**src/verilog/visq_pkg.sv**
```systemverilog
// Purpose: Shared constants and types of the vectored interrupt sequencer
// Assumes: 14-bit program counter, four vectored sources, 10 MHz clock
// Notes:   Register offsets are byte addresses on a 32-bit Wishbone bus
package visq_pkg;

  // ----------------------------------------------------------------
  // Program counter layout
  // ----------------------------------------------------------------
  localparam int          PC_W          = 14;
  localparam int          OFS_W         = 7;
  localparam logic [13:0] PC_RST        = 14'h0000;
  localparam logic [13:0] PC_ONE        = 14'h0001;
  localparam logic [13:0] VEC_PAGE_BASE = 14'h0080;
  localparam logic [6:0]  VEC_OFS_EXT   = 7'h00;
  localparam logic [6:0]  VEC_OFS_TA    = 7'h04;
  localparam logic [6:0]  VEC_OFS_TB    = 7'h06;
  localparam logic [6:0]  VEC_OFS_TC    = 7'h08;

  // ----------------------------------------------------------------
  // Sources, in priority order
  // ----------------------------------------------------------------
  localparam int         NSRC    = 4;
  localparam logic [1:0] SRC_EXT = 2'h0;
  localparam logic [1:0] SRC_TA  = 2'h1;
  localparam logic [1:0] SRC_TB  = 2'h2;
  localparam logic [1:0] SRC_TC  = 2'h3;

  // ----------------------------------------------------------------
  // Enable register fields (first reg in [3:0], second in [7:4])
  // ----------------------------------------------------------------
  localparam int         EN_W       = 8;
  localparam int         EN_EXT_BIT = 0;
  localparam int         EN_TA_BIT  = 2;
  localparam int         EN_TB_BIT  = 3;
  localparam int         EN_TC_BIT  = 4;
  localparam logic [7:0] EN_RST     = 8'h00;

  // ----------------------------------------------------------------
  // Flag register fields
  // ----------------------------------------------------------------
  localparam int FLG_VDROP_BIT = 4;
  localparam int FLG_GLOBAL_IRQ_ENABLE_BIT  = 5;
  localparam int FLG_EIPND_BIT = 6;

  // ----------------------------------------------------------------
  // Wishbone register map
  // ----------------------------------------------------------------
  localparam int         WB_AW        = 8;
  localparam logic [7:0] ADDR_ENABLE  = 8'h00;
  localparam logic [7:0] ADDR_FLAGS   = 8'h04;
  localparam logic [7:0] ADDR_PC      = 8'h08;
  localparam logic [7:0] ADDR_CTX     = 8'h0C;
  localparam logic [7:0] ADDR_STATUS  = 8'h10;
  localparam logic [7:0] ADDR_MASK    = 8'h14;
  localparam logic [3:0] STATUS_RST   = 4'h0;
  localparam logic [3:0] MASK_RST     = 4'h0;

  // ----------------------------------------------------------------
  // Stack and context
  // ----------------------------------------------------------------
  localparam int         STK_DEPTH = 8;
  localparam int         SP_W      = 3;
  localparam logic [2:0] SP_RST    = 3'h0;
  localparam logic [2:0] SP_ONE    = 3'h1;
  localparam int         DP_W      = 10;
  localparam int         ACC_W     = 4;
  localparam int         CTX_W     = DP_W + 2 + 2 * ACC_W;

  // ----------------------------------------------------------------
  // Timing: system clocks per instruction cycle
  // ----------------------------------------------------------------
  localparam int CLK_HZ    = 10000000;
  localparam int INSTR_DIV = 3;

  typedef struct packed {
    logic [DP_W-1:0]  dp;
    logic             carry_flag;
    logic             skip;
    logic [ACC_W-1:0] acc_a;
    logic [ACC_W-1:0] acc_b;
  } visq_ctx_t;

  typedef struct packed {
    logic            enable_irq_instr;
    logic            disable_irq_instr;
    logic            return_from_irq_instr;
    logic            ret;
    logic            call;
    logic            branch;
    logic            skip_test;
    logic [1:0]      skip_src;
    logic [PC_W-1:0] target;
  } visq_instr_t;

  typedef enum logic [2:0] {
    PH_0 = 3'b001,
    PH_1 = 3'b010,
    PH_2 = 3'b100
  } visq_phase_t;

endpackage : visq_pkg

```
**src/verilog/visq_sequencer.sv**
```systemverilog
// Purpose: Vectored interrupt sequencer and program counter of a 4-bit core
// Assumes: Inputs synchronous to clk_i; one instruction per three clocks
// Notes:   Registers reached over classic Wishbone, 32-bit data
`timescale 1ns/1ns
// Notes on behaviour
// - Take a source only if its flag, its enable and global enable are set.
// - Enable instruction sets global enable; disable instruction clears it.
// - Taking any interrupt clears global enable until enabled again.
// - Enable bit one allows the interrupt and voids the skip test.
// - Request flags set on their event whatever the enables, then hold.
// - A flag still pending is taken as soon as interrupts are enabled.
// - Flags clear when taken or on a valid skip test, except low-voltage.
// - Low-voltage flag cannot clear while its condition persists.
// - Fixed priority: pin, then timer one, two, three.
// - Vector in page one: offsets 0, 4, 6, 8.
// - Taking an interrupt pushes the resume address on the stack.
// - Entry clears only the served source's flag.
// - Entry saves pointer, carry, skip, A and B into the context register.
// - Counter steps one per word unless a jump loads a target or a return pops the stack.
// - Page in upper bits, offset in bits 6..0; offset 127 rolls to next page.
// - Enable instruction acts only after one more instruction completes.
module visq_sequencer
  import visq_pkg::*;
(
  // Clock and reset
  input  wire logic                    clk_i,
  input  wire logic                    rst_i,
  // Wishbone slave
  input  wire logic                    wb_cyc_i,
  input  wire logic                    wb_stb_i,
  input  wire logic                    wb_we_i,
  input  wire logic [WB_AW-1:0]        wb_adr_i,
  input  wire logic [3:0]              wb_sel_i,
  input  wire logic [31:0]             wb_dat_i,
  output logic      [31:0]             wb_dat_o,
  output logic                         wb_ack_o,
  // Instruction interface
  input  wire logic                    instr_valid_i,
  input  wire visq_pkg::visq_instr_t   instr_i,
  output logic                         instr_ack_o,
  output logic      [PC_W-1:0]         pc_o,
  output logic                         skip_result_o,
  // Context save and restore
  input  wire visq_pkg::visq_ctx_t     ctx_i,
  output visq_pkg::visq_ctx_t          ctx_o,
  output logic                         ctx_restore_o,
  // Event sources
  input  wire logic                    ext_irq_pin_i,
  input  wire logic [2:0]              tmr_uflow_i,
  input  wire logic                    vdrop_cond_i,
  // Status
  output logic                         global_irq_enable_o,
  output logic                         irq_taken_o,
  output logic                         irq_o
);

  // ----------------------------------------------------------------
  // Functions
  // ----------------------------------------------------------------
  function automatic logic [1:0] prio_pick(input logic [NSRC-1:0] pend);
    logic [1:0] idx;
    idx = SRC_TC;
    if (pend[SRC_EXT])
    begin
      idx = SRC_EXT;
    end
    else if (pend[SRC_TA])
    begin
      idx = SRC_TA;
    end
    else if (pend[SRC_TB])
    begin
      idx = SRC_TB;
    end
    return idx;
  endfunction : prio_pick

  function automatic logic [PC_W-1:0] vec_of(input logic [1:0] idx);
    logic [6:0] ofs;
    ofs = VEC_OFS_TC;
    if (idx == SRC_EXT)
    begin
      ofs = VEC_OFS_EXT;
    end
    else if (idx == SRC_TA)
    begin
      ofs = VEC_OFS_TA;
    end
    else if (idx == SRC_TB)
    begin
      ofs = VEC_OFS_TB;
    end
    return VEC_PAGE_BASE | {7'h00, ofs};
  endfunction : vec_of

  function automatic logic [NSRC-1:0] onehot_of(input logic [1:0] idx);
    return 4'h1 << idx;
  endfunction : onehot_of

  // ----------------------------------------------------------------
  // State
  // ----------------------------------------------------------------
  visq_phase_t     phase_q;
  visq_phase_t     phase_d;
  logic [PC_W-1:0] pc_q;
  logic [PC_W-1:0] pc_d;
  logic [SP_W-1:0] sp_q;
  logic [SP_W-1:0] sp_d;
  logic [NSRC-1:0] flag_q;
  logic [NSRC-1:0] flag_d;
  logic            vdrop_flag_q;
  logic            vdrop_flag_d;
  logic            ext_pin_prev_q;
  logic            global_irq_enable_q;
  logic            global_irq_enable_d;
  logic            ei_pend_q;
  logic            ei_pend_d;
  logic [EN_W-1:0] en_q;
  logic [3:0]      status_q;
  logic [3:0]      status_d;
  logic [3:0]      mask_q;
  logic            skip_q;
  logic            restore_q;
  logic            taken_q;
  visq_ctx_t       ctx_q;
  logic            ack_q;
  logic [31:0]     rdat_q;
  logic [31:0]     rdat_d;

  // ----------------------------------------------------------------
  // Instruction cycle divider
  // ----------------------------------------------------------------
  always_comb
  begin
    case (phase_q)
      PH_0:    phase_d = PH_1;
      PH_1:    phase_d = PH_2;
      PH_2:    phase_d = PH_0;
      default: phase_d = PH_0;
    endcase
  end

  // ----------------------------------------------------------------
  // Request decode
  // ----------------------------------------------------------------
  wire             step_w    = (phase_q == PH_2) && instr_valid_i;
  wire [NSRC-1:0]  en_src_w  = {en_q[EN_TC_BIT], en_q[EN_TB_BIT],
                                en_q[EN_TA_BIT], en_q[EN_EXT_BIT]};
  wire [NSRC-1:0]  pend_w    = flag_q & en_src_w;
  wire             take_w    = step_w && global_irq_enable_q && (|pend_w);
  wire [1:0]       sel_w     = prio_pick(pend_w);
  wire             exec_w    = step_w && !take_w;
  wire             pop_w     = exec_w && (instr_i.ret || instr_i.return_from_irq_instr);
  wire             call_w    = exec_w && instr_i.call;
  wire             push_w    = take_w || call_w;
  wire             skip_ok_w = exec_w && instr_i.skip_test
                               && !en_src_w[instr_i.skip_src];
  wire [PC_W-1:0]  pc_inc_w  = pc_q + PC_ONE;
  wire [PC_W-1:0]  stk_rd_w;
  wire [PC_W-1:0]  push_dat_w = take_w ? pc_q : pc_inc_w;
  wire [SP_W-1:0]  top_w     = sp_q - SP_ONE;

  // ----------------------------------------------------------------
  // Request flags
  // ----------------------------------------------------------------
  wire [NSRC-1:0]  evt_w     = {tmr_uflow_i,
                                ext_irq_pin_i ^ ext_pin_prev_q};
  wire [NSRC-1:0]  clr_take_w = take_w ? onehot_of(sel_w) : 4'h0;
  wire [NSRC-1:0]  clr_skip_w = skip_ok_w ? onehot_of(instr_i.skip_src) : 4'h0;

  assign flag_d = evt_w | (flag_q & ~(clr_take_w | clr_skip_w));

  // ----------------------------------------------------------------
  // Wishbone decode
  // ----------------------------------------------------------------
  wire wb_req_w  = wb_cyc_i && wb_stb_i && !ack_q;
  wire wb_wr_w   = wb_req_w && wb_we_i && wb_sel_i[0];
  wire hit_en_w  = (wb_adr_i == ADDR_ENABLE);
  wire hit_flg_w = (wb_adr_i == ADDR_FLAGS);
  wire hit_pc_w  = (wb_adr_i == ADDR_PC);
  wire hit_ctx_w = (wb_adr_i == ADDR_CTX);
  wire hit_st_w  = (wb_adr_i == ADDR_STATUS);
  wire hit_mk_w  = (wb_adr_i == ADDR_MASK);
  wire vdrop_clr_w = wb_wr_w && hit_flg_w && wb_dat_i[FLG_VDROP_BIT];

  assign vdrop_flag_d = vdrop_cond_i || (vdrop_flag_q && !vdrop_clr_w);

  wire [3:0] st_clr_w = (wb_wr_w && hit_st_w) ? wb_dat_i[3:0] : 4'h0;
  assign status_d = clr_take_w | (status_q & ~st_clr_w);

  wire [31:0] flg_rd_w = {25'h0, ei_pend_q, global_irq_enable_q, vdrop_flag_q, flag_q};

  always_comb
  begin
    rdat_d = 32'h00000000;
    if (hit_en_w)
    begin
      rdat_d = {24'h000000, en_q};
    end
    else if (hit_flg_w)
    begin
      rdat_d = flg_rd_w;
    end
    else if (hit_pc_w)
    begin
      rdat_d = {18'h0, pc_q};
    end
    else if (hit_ctx_w)
    begin
      rdat_d = {12'h000, ctx_q};
    end
    else if (hit_st_w)
    begin
      rdat_d = {28'h0000000, status_q};
    end
    else if (hit_mk_w)
    begin
      rdat_d = {28'h0000000, mask_q};
    end
  end

  // ----------------------------------------------------------------
  // Global enable and delayed enable
  // ----------------------------------------------------------------
  always_comb
  begin
    global_irq_enable_d    = global_irq_enable_q;
    ei_pend_d = ei_pend_q;
    if (take_w)
    begin
      global_irq_enable_d = 1'b0;
    end
    else if (exec_w)
    begin
      if (instr_i.disable_irq_instr)
      begin
        global_irq_enable_d    = 1'b0;
        ei_pend_d = 1'b0;
      end
      else if (instr_i.enable_irq_instr)
      begin
        ei_pend_d = 1'b1;
      end
      else if (ei_pend_q)
      begin
        global_irq_enable_d    = 1'b1;
        ei_pend_d = 1'b0;
      end
    end
  end

  // ----------------------------------------------------------------
  // Program counter and stack pointer
  // ----------------------------------------------------------------
  always_comb
  begin
    pc_d = pc_q;
    sp_d = sp_q;
    if (take_w)
    begin
      pc_d = vec_of(sel_w);
      sp_d = sp_q + SP_ONE;
    end
    else if (exec_w)
    begin
      pc_d = pc_inc_w;
      if (pop_w)
      begin
        pc_d = stk_rd_w;
        sp_d = top_w;
      end
      else if (instr_i.call || instr_i.branch)
      begin
        pc_d = instr_i.target;
        sp_d = call_w ? sp_q + SP_ONE : sp_q;
      end
    end
  end

  // ----------------------------------------------------------------
  // Return address stack
  // ----------------------------------------------------------------
  visq_stack_mem u_stack (
    .clk_i   (clk_i),
    .we_i    (push_w),
    .waddr_i (sp_q),
    .wdata_i (push_dat_w),
    .raddr_i (top_w),
    .rdata_o (stk_rd_w)
  );

  // ----------------------------------------------------------------
  // Sequencer registers
  // ----------------------------------------------------------------
  always_ff @(posedge clk_i)
  begin
    if (rst_i)
    begin
      phase_q        <= PH_0;
      pc_q           <= PC_RST;
      sp_q           <= SP_RST;
      flag_q         <= 4'h0;
      vdrop_flag_q   <= 1'b0;
      ext_pin_prev_q <= 1'b0;
      global_irq_enable_q         <= 1'b0;
      ei_pend_q      <= 1'b0;
    end
    else
    begin
      phase_q        <= phase_d;
      pc_q           <= pc_d;
      sp_q           <= sp_d;
      flag_q         <= flag_d;
      vdrop_flag_q   <= vdrop_flag_d;
      ext_pin_prev_q <= ext_irq_pin_i;
      global_irq_enable_q         <= global_irq_enable_d;
      ei_pend_q      <= ei_pend_d;
    end
  end

  // ----------------------------------------------------------------
  // Skip result, context and entry pulse
  // ----------------------------------------------------------------
  always_ff @(posedge clk_i)
  begin
    if (rst_i)
    begin
      skip_q    <= 1'b0;
      restore_q <= 1'b0;
      taken_q   <= 1'b0;
      ctx_q     <= '0;
    end
    else
    begin
      restore_q <= exec_w && instr_i.return_from_irq_instr;
      taken_q   <= take_w;
      if (exec_w)
      begin
        skip_q <= skip_ok_w && flag_q[instr_i.skip_src];
      end
      if (take_w)
      begin
        ctx_q <= ctx_i;
      end
    end
  end

  // ----------------------------------------------------------------
  // Bus registers
  // ----------------------------------------------------------------
  always_ff @(posedge clk_i)
  begin
    if (rst_i)
    begin
      en_q     <= EN_RST;
      status_q <= STATUS_RST;
      mask_q   <= MASK_RST;
      ack_q    <= 1'b0;
      rdat_q   <= 32'h00000000;
    end
    else
    begin
      ack_q    <= wb_req_w;
      status_q <= status_d;
      if (wb_req_w)
      begin
        rdat_q <= rdat_d;
      end
      if (wb_wr_w && hit_en_w)
      begin
        en_q <= wb_dat_i[7:0];
      end
      if (wb_wr_w && hit_mk_w)
      begin
        mask_q <= wb_dat_i[3:0];
      end
    end
  end

  // ----------------------------------------------------------------
  // Outputs
  // ----------------------------------------------------------------
  assign instr_ack_o         = exec_w;
  assign pc_o                = pc_q;
  assign skip_result_o       = skip_q;
  assign ctx_o               = ctx_q;
  assign ctx_restore_o       = restore_q;
  assign global_irq_enable_o = global_irq_enable_q;
  assign irq_taken_o         = taken_q;
  assign irq_o               = |(status_q & mask_q);
  assign wb_ack_o            = ack_q;
  assign wb_dat_o            = rdat_q;

endmodule : visq_sequencer

```
**src/verilog/visq_stack_mem.sv**
```systemverilog
// Purpose: Return address stack storage with registered read data
// Assumes: One write port, one read port, same clock
// Notes:   Overflow wraps and overwrites the oldest entry
`timescale 1ns/1ns
module visq_stack_mem
  import visq_pkg::*;
(
  // Clock
  input  wire logic                 clk_i,
  // Write port
  input  wire logic                 we_i,
  input  wire logic [SP_W-1:0]      waddr_i,
  input  wire logic [PC_W-1:0]      wdata_i,
  // Read port
  input  wire logic [SP_W-1:0]      raddr_i,
  output logic      [PC_W-1:0]      rdata_o
);

  // ----------------------------------------------------------------
  // Storage
  // ----------------------------------------------------------------
  logic [PC_W-1:0] mem_q [STK_DEPTH];
  logic [PC_W-1:0] rdata_q;

  always_ff @(posedge clk_i)
  begin
    if (we_i)
    begin
      mem_q[waddr_i] <= wdata_i;
    end
    rdata_q <= mem_q[raddr_i];
  end

  assign rdata_o = rdata_q;

endmodule : visq_stack_mem
```
**config.mk**
```make
export PLATFORM = sky130hd
export DESIGN_NAME = visq_sequencer
export DESIGN_NICKNAME = d
export VERILOG_FILES = /design/src/verilog/visq_pkg.sv /design/src/verilog/visq_sequencer.sv /design/src/verilog/visq_stack_mem.sv
export SDC_FILE = /design/constraint.sdc
export NUM_CORES = 1
export LEC_CHECK = 0
export BUFFER_PORTS_ARGS = -buffer_cell sky130_fd_sc_hd__clkbuf_2
export CORE_AREA = 2 2 129 131
export DETAILED_ROUTE_END_ITERATION = 12
export DIE_AREA = 0 0 131 133
export PLACE_DENSITY_LB_ADDON = 0.1
export SLEW_MARGIN = 15
export SYNTH_ARGS = -nofsm -noshare
export SYNTH_HDL_FRONTEND = slang
export SYNTH_HIERARCHICAL = 1
export SYNTH_SLANG_ARGS = --single-unit
export TNS_END_PERCENT = 50
```
**constraint.sdc**
```tcl
create_clock -name clk_i -period 4.32 [get_ports clk_i]
set_clock_uncertainty 0.1 [all_clocks]
set_input_delay 0.432 -clock clk_i [delete_from_list [all_inputs] [get_ports clk_i]]
set_output_delay 0.432 -clock clk_i [all_outputs]
set_load 0.02 [all_outputs]
```
==> results of run 1 <==
area by class of cell:
cell class                 count  share of cell area
sequential                   214               0.489
multi-input combinational    498               0.333
clock buffer                  30              0.0580
timing repair buffer         149              0.0715
clock inverter                12              0.0181
inverter                      17             0.00577
tap                          220              0.0249
power by group through the flow:
stage	sequential, uW	combinational, uW	clock (uW)
2_1_floorplan	2180	99.7	0
3_3_place_gp	2190	152	0
3_5_place_dp	2190	155	0
4_1_cts	2140	156	2180
5_1_grt	2140	171	2260
6_report	2140	158	2150
cell families (layout without fill, tap and decap cells):
kind of cell / Yosys count / count (layout) / synth area share
buffers and inverters: 79 / 208 / 0.0412
flip-flops: 214 / 214 / 0.575
other: 1 / 12 / 0.000399
adder cells (fa/ha/maj): 7 / 7 / 0.00932
multiplexers: 62 / 62 / 0.118
XOR/XNOR: 25 / 25 / 0.0233
AND/OR/NAND/NOR: 228 / 228 / 0.118
AO/OA/AOI/OAI: 164 / 164 / 0.115
worst register-to-register path: stages (launching register included):
cell,delay [ps]
dfxtp_1,580
o21ai_0,340
nand2_1,500
clkinv_1,450
a2111oi_0,500
per-stage QoR:
| stage | hold slack, ps | cell area (um^2) | instances | util |
|---|---|---|---|---|
| after floorplan | 343 | 9430 | 791 | - |
| after global placement | 342 | 10200 | 1098 | 0.632 |
| after detailed placement | 350 | 10200 | 1098 | 0.632 |
| after CTS | 30.0 | 11100 | 1140 | 0.684 |
| after global routing | 37.8 | 11100 | 1140 | 0.684 |
| final | 34.4 | 11100 | 1140 | 0.684 |
state kept, by name, summed over array words and instances, names as in the netlist, 3 cells and up:
signal	cells
phase_q	3
wb_dat_o	20
u_stack/mem_q	112
flag_q	4
pc_o	14
ctx_o	20
u_stack/rdata_o	14
en_q	8
mask_q	4
sp_q	3
status_q	4
cell usage after synthesis (5+ instances only):
cell type | instances | area [um^2]
a21o_1 | 5 | 37.5
nor4_1 | 7 | 43.8
buf_4 | 12 | 90.1
o21ai_0 | 18 | 90.1
nor3_1 | 11 | 55.1
a22oi_1 | 19 | 143
mux4_1 | 25 | 657
xor2_1 | 11 | 96.3
mux2i_1 | 17 | 170
o22ai_1 | 8 | 50.1
dfxtp_1 | 102 | 2040
nand2_1 | 84 | 315
nand2b_1 | 9 | 56.3
or3_1 | 5 | 31.3
mux2_2 | 15 | 169
a31oi_1 | 7 | 43.8
nand3_1 | 13 | 65.1
nand4_1 | 7 | 43.8
mux4_2 | 5 | 113
nor2_1 | 61 | 229
xnor2_1 | 14 | 123
ha_1 | 7 | 87.6
inv_1 | 16 | 60.1
clkbuf_1 | 41 | 154
a211oi_1 | 6 | 45.0
a21oi_1 | 60 | 300
nor2b_1 | 6 | 37.5
edfxtp_1 | 112 | 3360
final timing paths:
kind	startpoint	to	slack [ps]	cells past startpoint
setup / recovery	flag_q[0]	instr_ack_o	1110	5
hold / removal	ctx_i[1]	ctx_o[1]	30	3
setup reg to reg	global_irq_enable_o	global_irq_enable_o	1740	4
hold reg to reg	wb_dat_o[9]	wb_dat_o[9]	360	2
routing by layer:
metal  track usage  up-vias  share of wire
li1              -     3140              -
met1         0.344     3269           0.41
met2         0.443      255           0.51
met3        0.0388       41          0.062
met4        0.0727        0          0.021
met5             0        -              0
==> out/metrics.cfg, run 1 <==
[status]
status=complete, no violations

[worst_setup_path]
endpoint_kind=output pin
cp_slowest_cell=o21ai_0
startpoint_type=flip-flop
path_delay_family=compound AO/OA/AOI/OAI gates
path_cells=a22o_1, o21ai_0, nand2_1, clkinv_1, clkbuf_2
crit_required_ps=3790
path_class=reg2out
max_stage_delay_ps=480
path_buf_inv=2
cp.arrival_ps=2680
worstPathMaxFanout=12

[pwr]
ir_worst_vdd_mv=0.420
p_leak_uw=0.00399
p_int_uw=3540
power.switching_uw=909
switching_share=0.204
pwr-share-seq=0.482
p_comb_frac=0.035
powerDensity_mw_per_mm2=402
p_clk_frac=0.483
p_total_uw=4450

[global_routing]
grt_usage=0.259
antenna_found_initial=0
first_global_vias=6544
grt-ovfl-total=0
grt_first_pass_wirelength_um=35000
grt_max_degree=48

[yosys]
synth_cell_types=69
ys_async_sr_fraction=0
synthesis.area_mm2=0.00939
yosys_warnings=6
synth_seq_cells=214
ys.flop_type=edfxtp_1
syn_inst=780
avgSynthCellArea_um2=12.0
synth_edf_count=112
yosysSeqAreaShare=0.575

[clocking]
cts_tree=built
clk_path_buf_depth=3
clock-root-buffer=clkbuf_16
cts_setup_buffers=0
cts_resized=0
clkLatencyLatePin_ps=520
htree_levels=1
cts.sinks=214
clk_pin_slew_ps=60
postCtsHoldBufs=0
numCtsBuffers=23

[finish]
layout_common_cells=clkbuf_2, edfxtp_1, dfxtp_1
n_fill_cell=1198
syn_to_final_growth_pct=17.8
seq_area_mm2=0.00541
layout_commonest_cell=clkbuf_2
drive_above_1_share=0.248
antennaDiodeCount=0
multi_input_area_mm2=0.00368
nets=1008

[placed_design]
place_congestion=0.946
numPortBuffers=131
place_ws_ps=1530
dpl.hpwl_um=14900

[sta]
worstMarginPinSlew_ps=973
hold_viol=0
min_period_over_period=0.744
fin_crit_ps=3210
slew_headroom=0.349
setup_viol=0
fin_tns_setup_ps=0
max_freq_mhz=311
rsz0062_at_grt=false
finalMaxSlewViolations=0
setup_ws_ps=1110

[floorplanning]
dieArea_mm2=0.0174
chipWidth_um=131
core_mm2=0.0162
rows=47
ioPinCount=171
initial_core_util=0.581
die_h_um=133

[detailed_routing]
post_drt_wl_per_cell_um=19.9
vias=6705
routed_via_density=5.88
ant_nets=0
drc_errors=0
routed_wl_um=22700
first_iter_violations=560
firstDrtPassIters=5

[min_path]
hp-class=in2reg

[job]
cap_violations=0

No activity file was read; power rests on OpenSTA's default activity.
==> inputs of run 2 (changes only) <==
--- a/config.mk
+++ b/config.mk
@@ -6,9 +6,9 @@
 export NUM_CORES = 1
 export LEC_CHECK = 0
 export BUFFER_PORTS_ARGS = -buffer_cell sky130_fd_sc_hd__clkbuf_2
-export CORE_AREA = 2 2 129 131
+export CORE_AREA = 2 2 133 135
 export DETAILED_ROUTE_END_ITERATION = 12
-export DIE_AREA = 0 0 131 133
+export DIE_AREA = 0 0 135 137
 export PLACE_DENSITY_LB_ADDON = 0.1
 export SLEW_MARGIN = 15
 export SYNTH_ARGS = -nofsm -noshare
==> constraint.sdc (replaced) <==
create_clock -name clk_i -period 3 [get_ports clk_i]
set_clock_uncertainty 0.1 [all_clocks]
set_input_delay 0.3 -clock clk_i [delete_from_list [all_inputs] [get_ports clk_i]]
set_output_delay 0.3 -clock clk_i [all_outputs]
set_load 0.02 [all_outputs]
==> out/metrics.cfg, run 2 (same netlist as run 1, synthesis figures left out) <==
[status]
status=complete, no violations

[clocking]
cts_setup_buffers=0  ; unchanged
cts.sinks=214  ; unchanged
cts_tree=built
clkLatencyLatePin_ps=500  ; -20 ps
clock-root-buffer=clkbuf_16
numCtsBuffers=23  ; unchanged
htree_levels=1  ; unchanged
clk_pin_slew_ps=60  ; about the same
clk_path_buf_depth=3  ; unchanged

[floorplanning]
core_mm2=0.0171  ; +5.5%
ioPinCount=171  ; unchanged
dieArea_mm2=0.0185  ; +6.2%
initial_core_util=0.551  ; -0.0301
rows=48  ; +2.1%
die_h_um=137  ; +3.0%
chipWidth_um=135  ; +3.1%

[finish]
syn_to_final_growth_pct=21.7
layout_commonest_cell=clkbuf_2
regMostFlops=u_stack/mem_q
fin_util=0.670  ; -0.0137
n_fill_cell=1311  ; +9.4%
largest_reg_flops=112  ; unchanged
nets=1057  ; +4.9%
drive_above_1_share=0.245  ; -0.00274
layout_common_cells=clkbuf_2, edfxtp_1, dfxtp_1
antennaDiodeCount=0  ; unchanged

[placed_design]
dpl.hpwl_um=15900  ; +6.7%
numPortBuffers=131  ; unchanged
place_ws_ps=450  ; -1080 ps
place_congestion=0.858  ; -9.3%

[sta]
worstMarginPinSlew_ps=914  ; -58.6 ps
fin_crit_ps=2680
fin_tns_setup_ps=0  ; unchanged
rsz0062_at_grt=false
max_freq_mhz=374
hold_viol=0  ; unchanged
hold_slack_ps=22.2  ; -12.2 ps
finalMaxSlewViolations=0  ; unchanged
slew_headroom=0.390  ; +0.0415
setup_ws_ps=325  ; -782 ps
setup_viol=0  ; unchanged
min_period_over_period=0.892

[detailed_routing]
first_iter_violations=429  ; -23%
routed_via_density=5.80  ; -1.5%
routed_wl_um=23800  ; +4.7%
vias=6909  ; +3.0%
ant_nets=0  ; unchanged
post_drt_wl_per_cell_um=20.0  ; +0.16%
firstDrtPassIters=5  ; unchanged
drc_errors=0  ; unchanged

[pwr]
powerDensity_mw_per_mm2=541  ; +34%
ir_worst_vdd_mv=0.499  ; +19%
p_leak_uw=0.00415  ; +4.2%

[global_routing]
grt_max_degree=46  ; -4.2%
first_global_vias=6726  ; +2.8%
antenna_found_initial=0  ; unchanged
grt_usage=0.253  ; -0.00621
grt-ovfl-total=0  ; unchanged
grt_first_pass_wirelength_um=36100  ; +3.2%

[worst_setup_path]
endpoint_kind=output pin
startpoint_type=flip-flop
crit_required_ps=2600  ; -1190 ps
cp.arrival_ps=2280  ; -400 ps
path_class=reg2out
worstPathMaxFanout=9  ; -3

[job]
cap_violations=0  ; unchanged

[min_path]
hp-class=in2reg

## run 2: cell types whose count changed in the layout (fill, tap and decap cells not counted), moves of 2 or more
cell | before | now
clkbuf_8 | 4 | 0
clkinv_1 | 3 | 6
dlygate4sd3_1 | 0 | 34
buf_4 | 18 | 33
clkinv_2 | 3 | 1
## run 2: final timing paths
kind                              end  depth (start not counted)          from  slack (ps)
setup / recovery          instr_ack_o                          5     flag_q[0]         320
hold reg to reg          wb_dat_o[12]                          2  wb_dat_o[12]         360
setup reg to reg  u_stack/mem_q[7][2]                          5     flag_q[0]         400
hold / removal              mask_q[3]                          3   wb_dat_i[3]          20
## run 2: worst max-delay path: stages (launching register included)
cell and delay [ps]:
dfxtp_1 360, a22o_1 280, o21ai_1 350, nand2_1 280, clkinv_1 270, clkbuf_2 230
## run 2: power breakdown
| group | switching, uW | internal (uW) | total [uW] | leakage, uW |
|---|---|---|---|---|
| registers | 19.3 | 3070 | 3090 | 0.00175 |
| clock network | 1090 | 1740 | 2830 | 0.000357 |
| logic | 148 | 119 | 267 | 0.00204 |
| total | 1250 | 4930 | 6180 | 0.00415 |
## run 2: stage by stage
stage | area (um^2) | cells | power (uW)
2_1_floorplan | 9430 | 791 | 3290
3_3_place_gp | 10300 | 1118 | 3370
3_5_place_dp | 10300 | 1118 | 3380
4_1_cts | 11400 | 1192 | 6240
5_1_grt | 11400 | 1192 | 6380
6_report | 11400 | 1192 | 6180
## run 2: metal layers
metal  wire length (um)  global-route usage  vias up  share of wire
li1                   -                   -     3240              -
met1               9850               0.322     3402           0.41
met2              12200               0.456      220           0.51
met3               1320              0.0341       47          0.055
met4                482              0.0666        0          0.020
met5                  0                   0        -              0
## run 2: area by class of cell
| class | instances | area (um^2) | share of cell area |
|---|---|---|---|
| flip-flops and latches | 214 | 5410 | 0.473 |
| multi-input cells | 498 | 3680 | 0.322 |
| repair buffers | 198 | 1240 | 0.109 |
| clock buffers | 27 | 591 | 0.0517 |
| well taps | 225 | 282 | 0.0246 |
| clock inverters | 13 | 164 | 0.0143 |
| inverters | 17 | 63.8 | 0.00558 |
## run 2: what timing repair did
item                                   CTS  global route
setup endpoints to repair                0             1
resized for setup                        0             1
endpoints found under the hold margin   38             0
hold buffers                            34             0
==> inputs of run 3 (changes only) <==
--- a/config.mk
+++ b/config.mk
@@ -10,6 +10,7 @@
 export DETAILED_ROUTE_END_ITERATION = 12
 export DIE_AREA = 0 0 135 137
 export PLACE_DENSITY_LB_ADDON = 0.1
+export RECOVER_POWER = 50
 export SLEW_MARGIN = 15
 export SYNTH_ARGS = -nofsm -noshare
 export SYNTH_HDL_FRONTEND = slang
==> out/metrics.cfg, run 3 (same netlist as run 1, synthesis figures left out) <==
[floorplanning]
chipWidth_um=135  ; unchanged
core_mm2=0.0171  ; unchanged
ioPinCount=171  ; unchanged
rows=48  ; unchanged
initial_core_util=0.551  ; unchanged
die_h_um=137  ; unchanged
dieArea_mm2=0.0185  ; unchanged

[status]
status=complete, but fails checks
violations=max-capacitance violations, max-slew violations

[sta]
max_freq_mhz=367  ; -1.9%
fin_crit_ps=2730  ; +51.9 ps
rsz0062_at_grt=false
setup_viol=0  ; unchanged
worstMarginPinSlew_ps=2180  ; +1260 ps
finalMaxSlewViolations=46  ; +46
hold_viol=0  ; unchanged
min_period_over_period=0.909  ; +0.0173
fin_tns_setup_ps=0  ; unchanged
hold_slack_ps=27.0  ; +4.84 ps
slew_headroom=-0.450  ; -0.841

[clocking]
htree_levels=1  ; unchanged
cts.sinks=214  ; unchanged
numCtsBuffers=23  ; unchanged
cts_tree=built
clkLatencyLatePin_ps=500  ; about the same
clk_pin_slew_ps=60  ; about the same
clock-root-buffer=clkbuf_16
clk_path_buf_depth=3  ; unchanged

[finish]
multi_input_area_mm2=0.00365  ; -1.1%
largest_reg_flops=112  ; unchanged
seq_area_mm2=0.00541  ; unchanged
syn_to_final_growth_pct=20.0
drive_above_1_share=0.168  ; -0.0776
n_fill_cell=1359  ; +3.7%
layout_commonest_cell=edfxtp_1
nets=1057  ; unchanged
regMostFlops=u_stack/mem_q
layout_common_cells=edfxtp_1, dfxtp_1, nand2_1
fin_util=0.661  ; -0.00932
antennaDiodeCount=0  ; unchanged
fin_cells=1192  ; unchanged

[global_routing]
grt_first_pass_wirelength_um=36100  ; unchanged
grt-ovfl-total=0  ; unchanged
grt_usage=0.253  ; unchanged
first_global_vias=6726  ; unchanged
grt_max_degree=46  ; unchanged
antenna_found_initial=0  ; unchanged

[detailed_routing]
routed_wl_um=23800  ; about the same
ant_nets=0  ; unchanged
firstDrtPassIters=5  ; unchanged
vias=6862  ; -0.68%
first_iter_violations=446  ; +4.0%
post_drt_wl_per_cell_um=20.0  ; about the same
drc_errors=0  ; unchanged
routed_via_density=5.76  ; -0.68%

[pwr]
ir_worst_vdd_mv=0.500  ; +0.21%
power.switching_uw=1250  ; -0.22%
p_leak_uw=0.00388  ; -6.6%
p_total_uw=6180  ; about the same
p_clk_frac=0.458  ; about the same
p_int_uw=4930  ; about the same
p_comb_frac=0.043  ; about the same
switching_share=0.202  ; -0.000271
powerDensity_mw_per_mm2=548  ; +1.3%
pwr-share-seq=0.500  ; about the same

[worst_setup_path]
path_delay_family=simple AND/OR/NAND/NOR gates
crit_required_ps=3300  ; +700 ps
cp.arrival_ps=3030  ; +750 ps
path_cells=nand3b_1, or4_1, nor2_1, a22oi_1, a21oi_2
r2r_slack_ps=270  ; -130 ps
endpoint_kind=flip-flop
startpoint_type=flip-flop
max_stage_delay_ps=870  ; +510 ps
cp_slowest_cell=nor2_1
path_buf_inv=0  ; -2
worstPathMaxFanout=13  ; +4
path_class=reg2reg

[min_path]
hp-class=in2reg

[job]
cap_violations=1  ; +1

[placed_design]
numPortBuffers=131  ; unchanged
place_congestion=0.858  ; unchanged
dpl.hpwl_um=15900  ; unchanged
place_inst=1118  ; unchanged

run 3: path summary, 6_finish.rpt:
check            endpoint  cells past startpoint    startpoint
max          wb_dat_o[13]                      5      wb_ack_o
min reg2reg  wb_dat_o[12]                      2  wb_dat_o[12]
min             mask_q[3]                      3   wb_dat_i[3]
max reg2reg  wb_dat_o[13]                      5      wb_ack_o
run 3: cell type report:
class | instances | area share
flip-flops and latches | 214 | 0.479
multi-input cells | 498 | 0.323
repair buffers | 198 | 0.0997
clock buffers | 27 | 0.0524
well taps | 225 | 0.0250
clock inverters | 13 | 0.0145
inverters | 17 | 0.00566
run 3: what timing repair did:
item	CTS	global route
gates resized for setup	0	1
endpoints found under the hold margin	38	0
hold buffers	34	0
setup buffers	0	0
endpoints found under the setup margin	0	1
run 3: power groups by stage:
stage	sequential (uW)	combinational [uW]	clock [uW]
floorplan	3150	144	0
global placement	3150	225	0
detailed placement	3150	228	0
CTS	3090	264	2890
global route	3090	284	3000
finish	3090	263	2830
run 3: per-stage QoR:
step	instance area, um^2	worst slack, ps
global route	11300	128
detailed placement	10300	450
floorplan	9430	29.6
CTS	11400	148
finish	11300	273
global placement	10300	489
run 3: layer usage:
layer  vias up  global-route usage  share of wire
met2       219               0.456           0.51
met1      3363               0.322           0.41
met5         -                   0              0
li1       3235                   -              -
met4         0              0.0666          0.020
met3        45              0.0341          0.056
run 3: worst reg2reg max path, delay by kind of cell (launching register included):
family	cells	cell delay, ps
AOI/OAI and AO/OA	2	440
DFF	1	330
and+or+nand+nor	3	1780
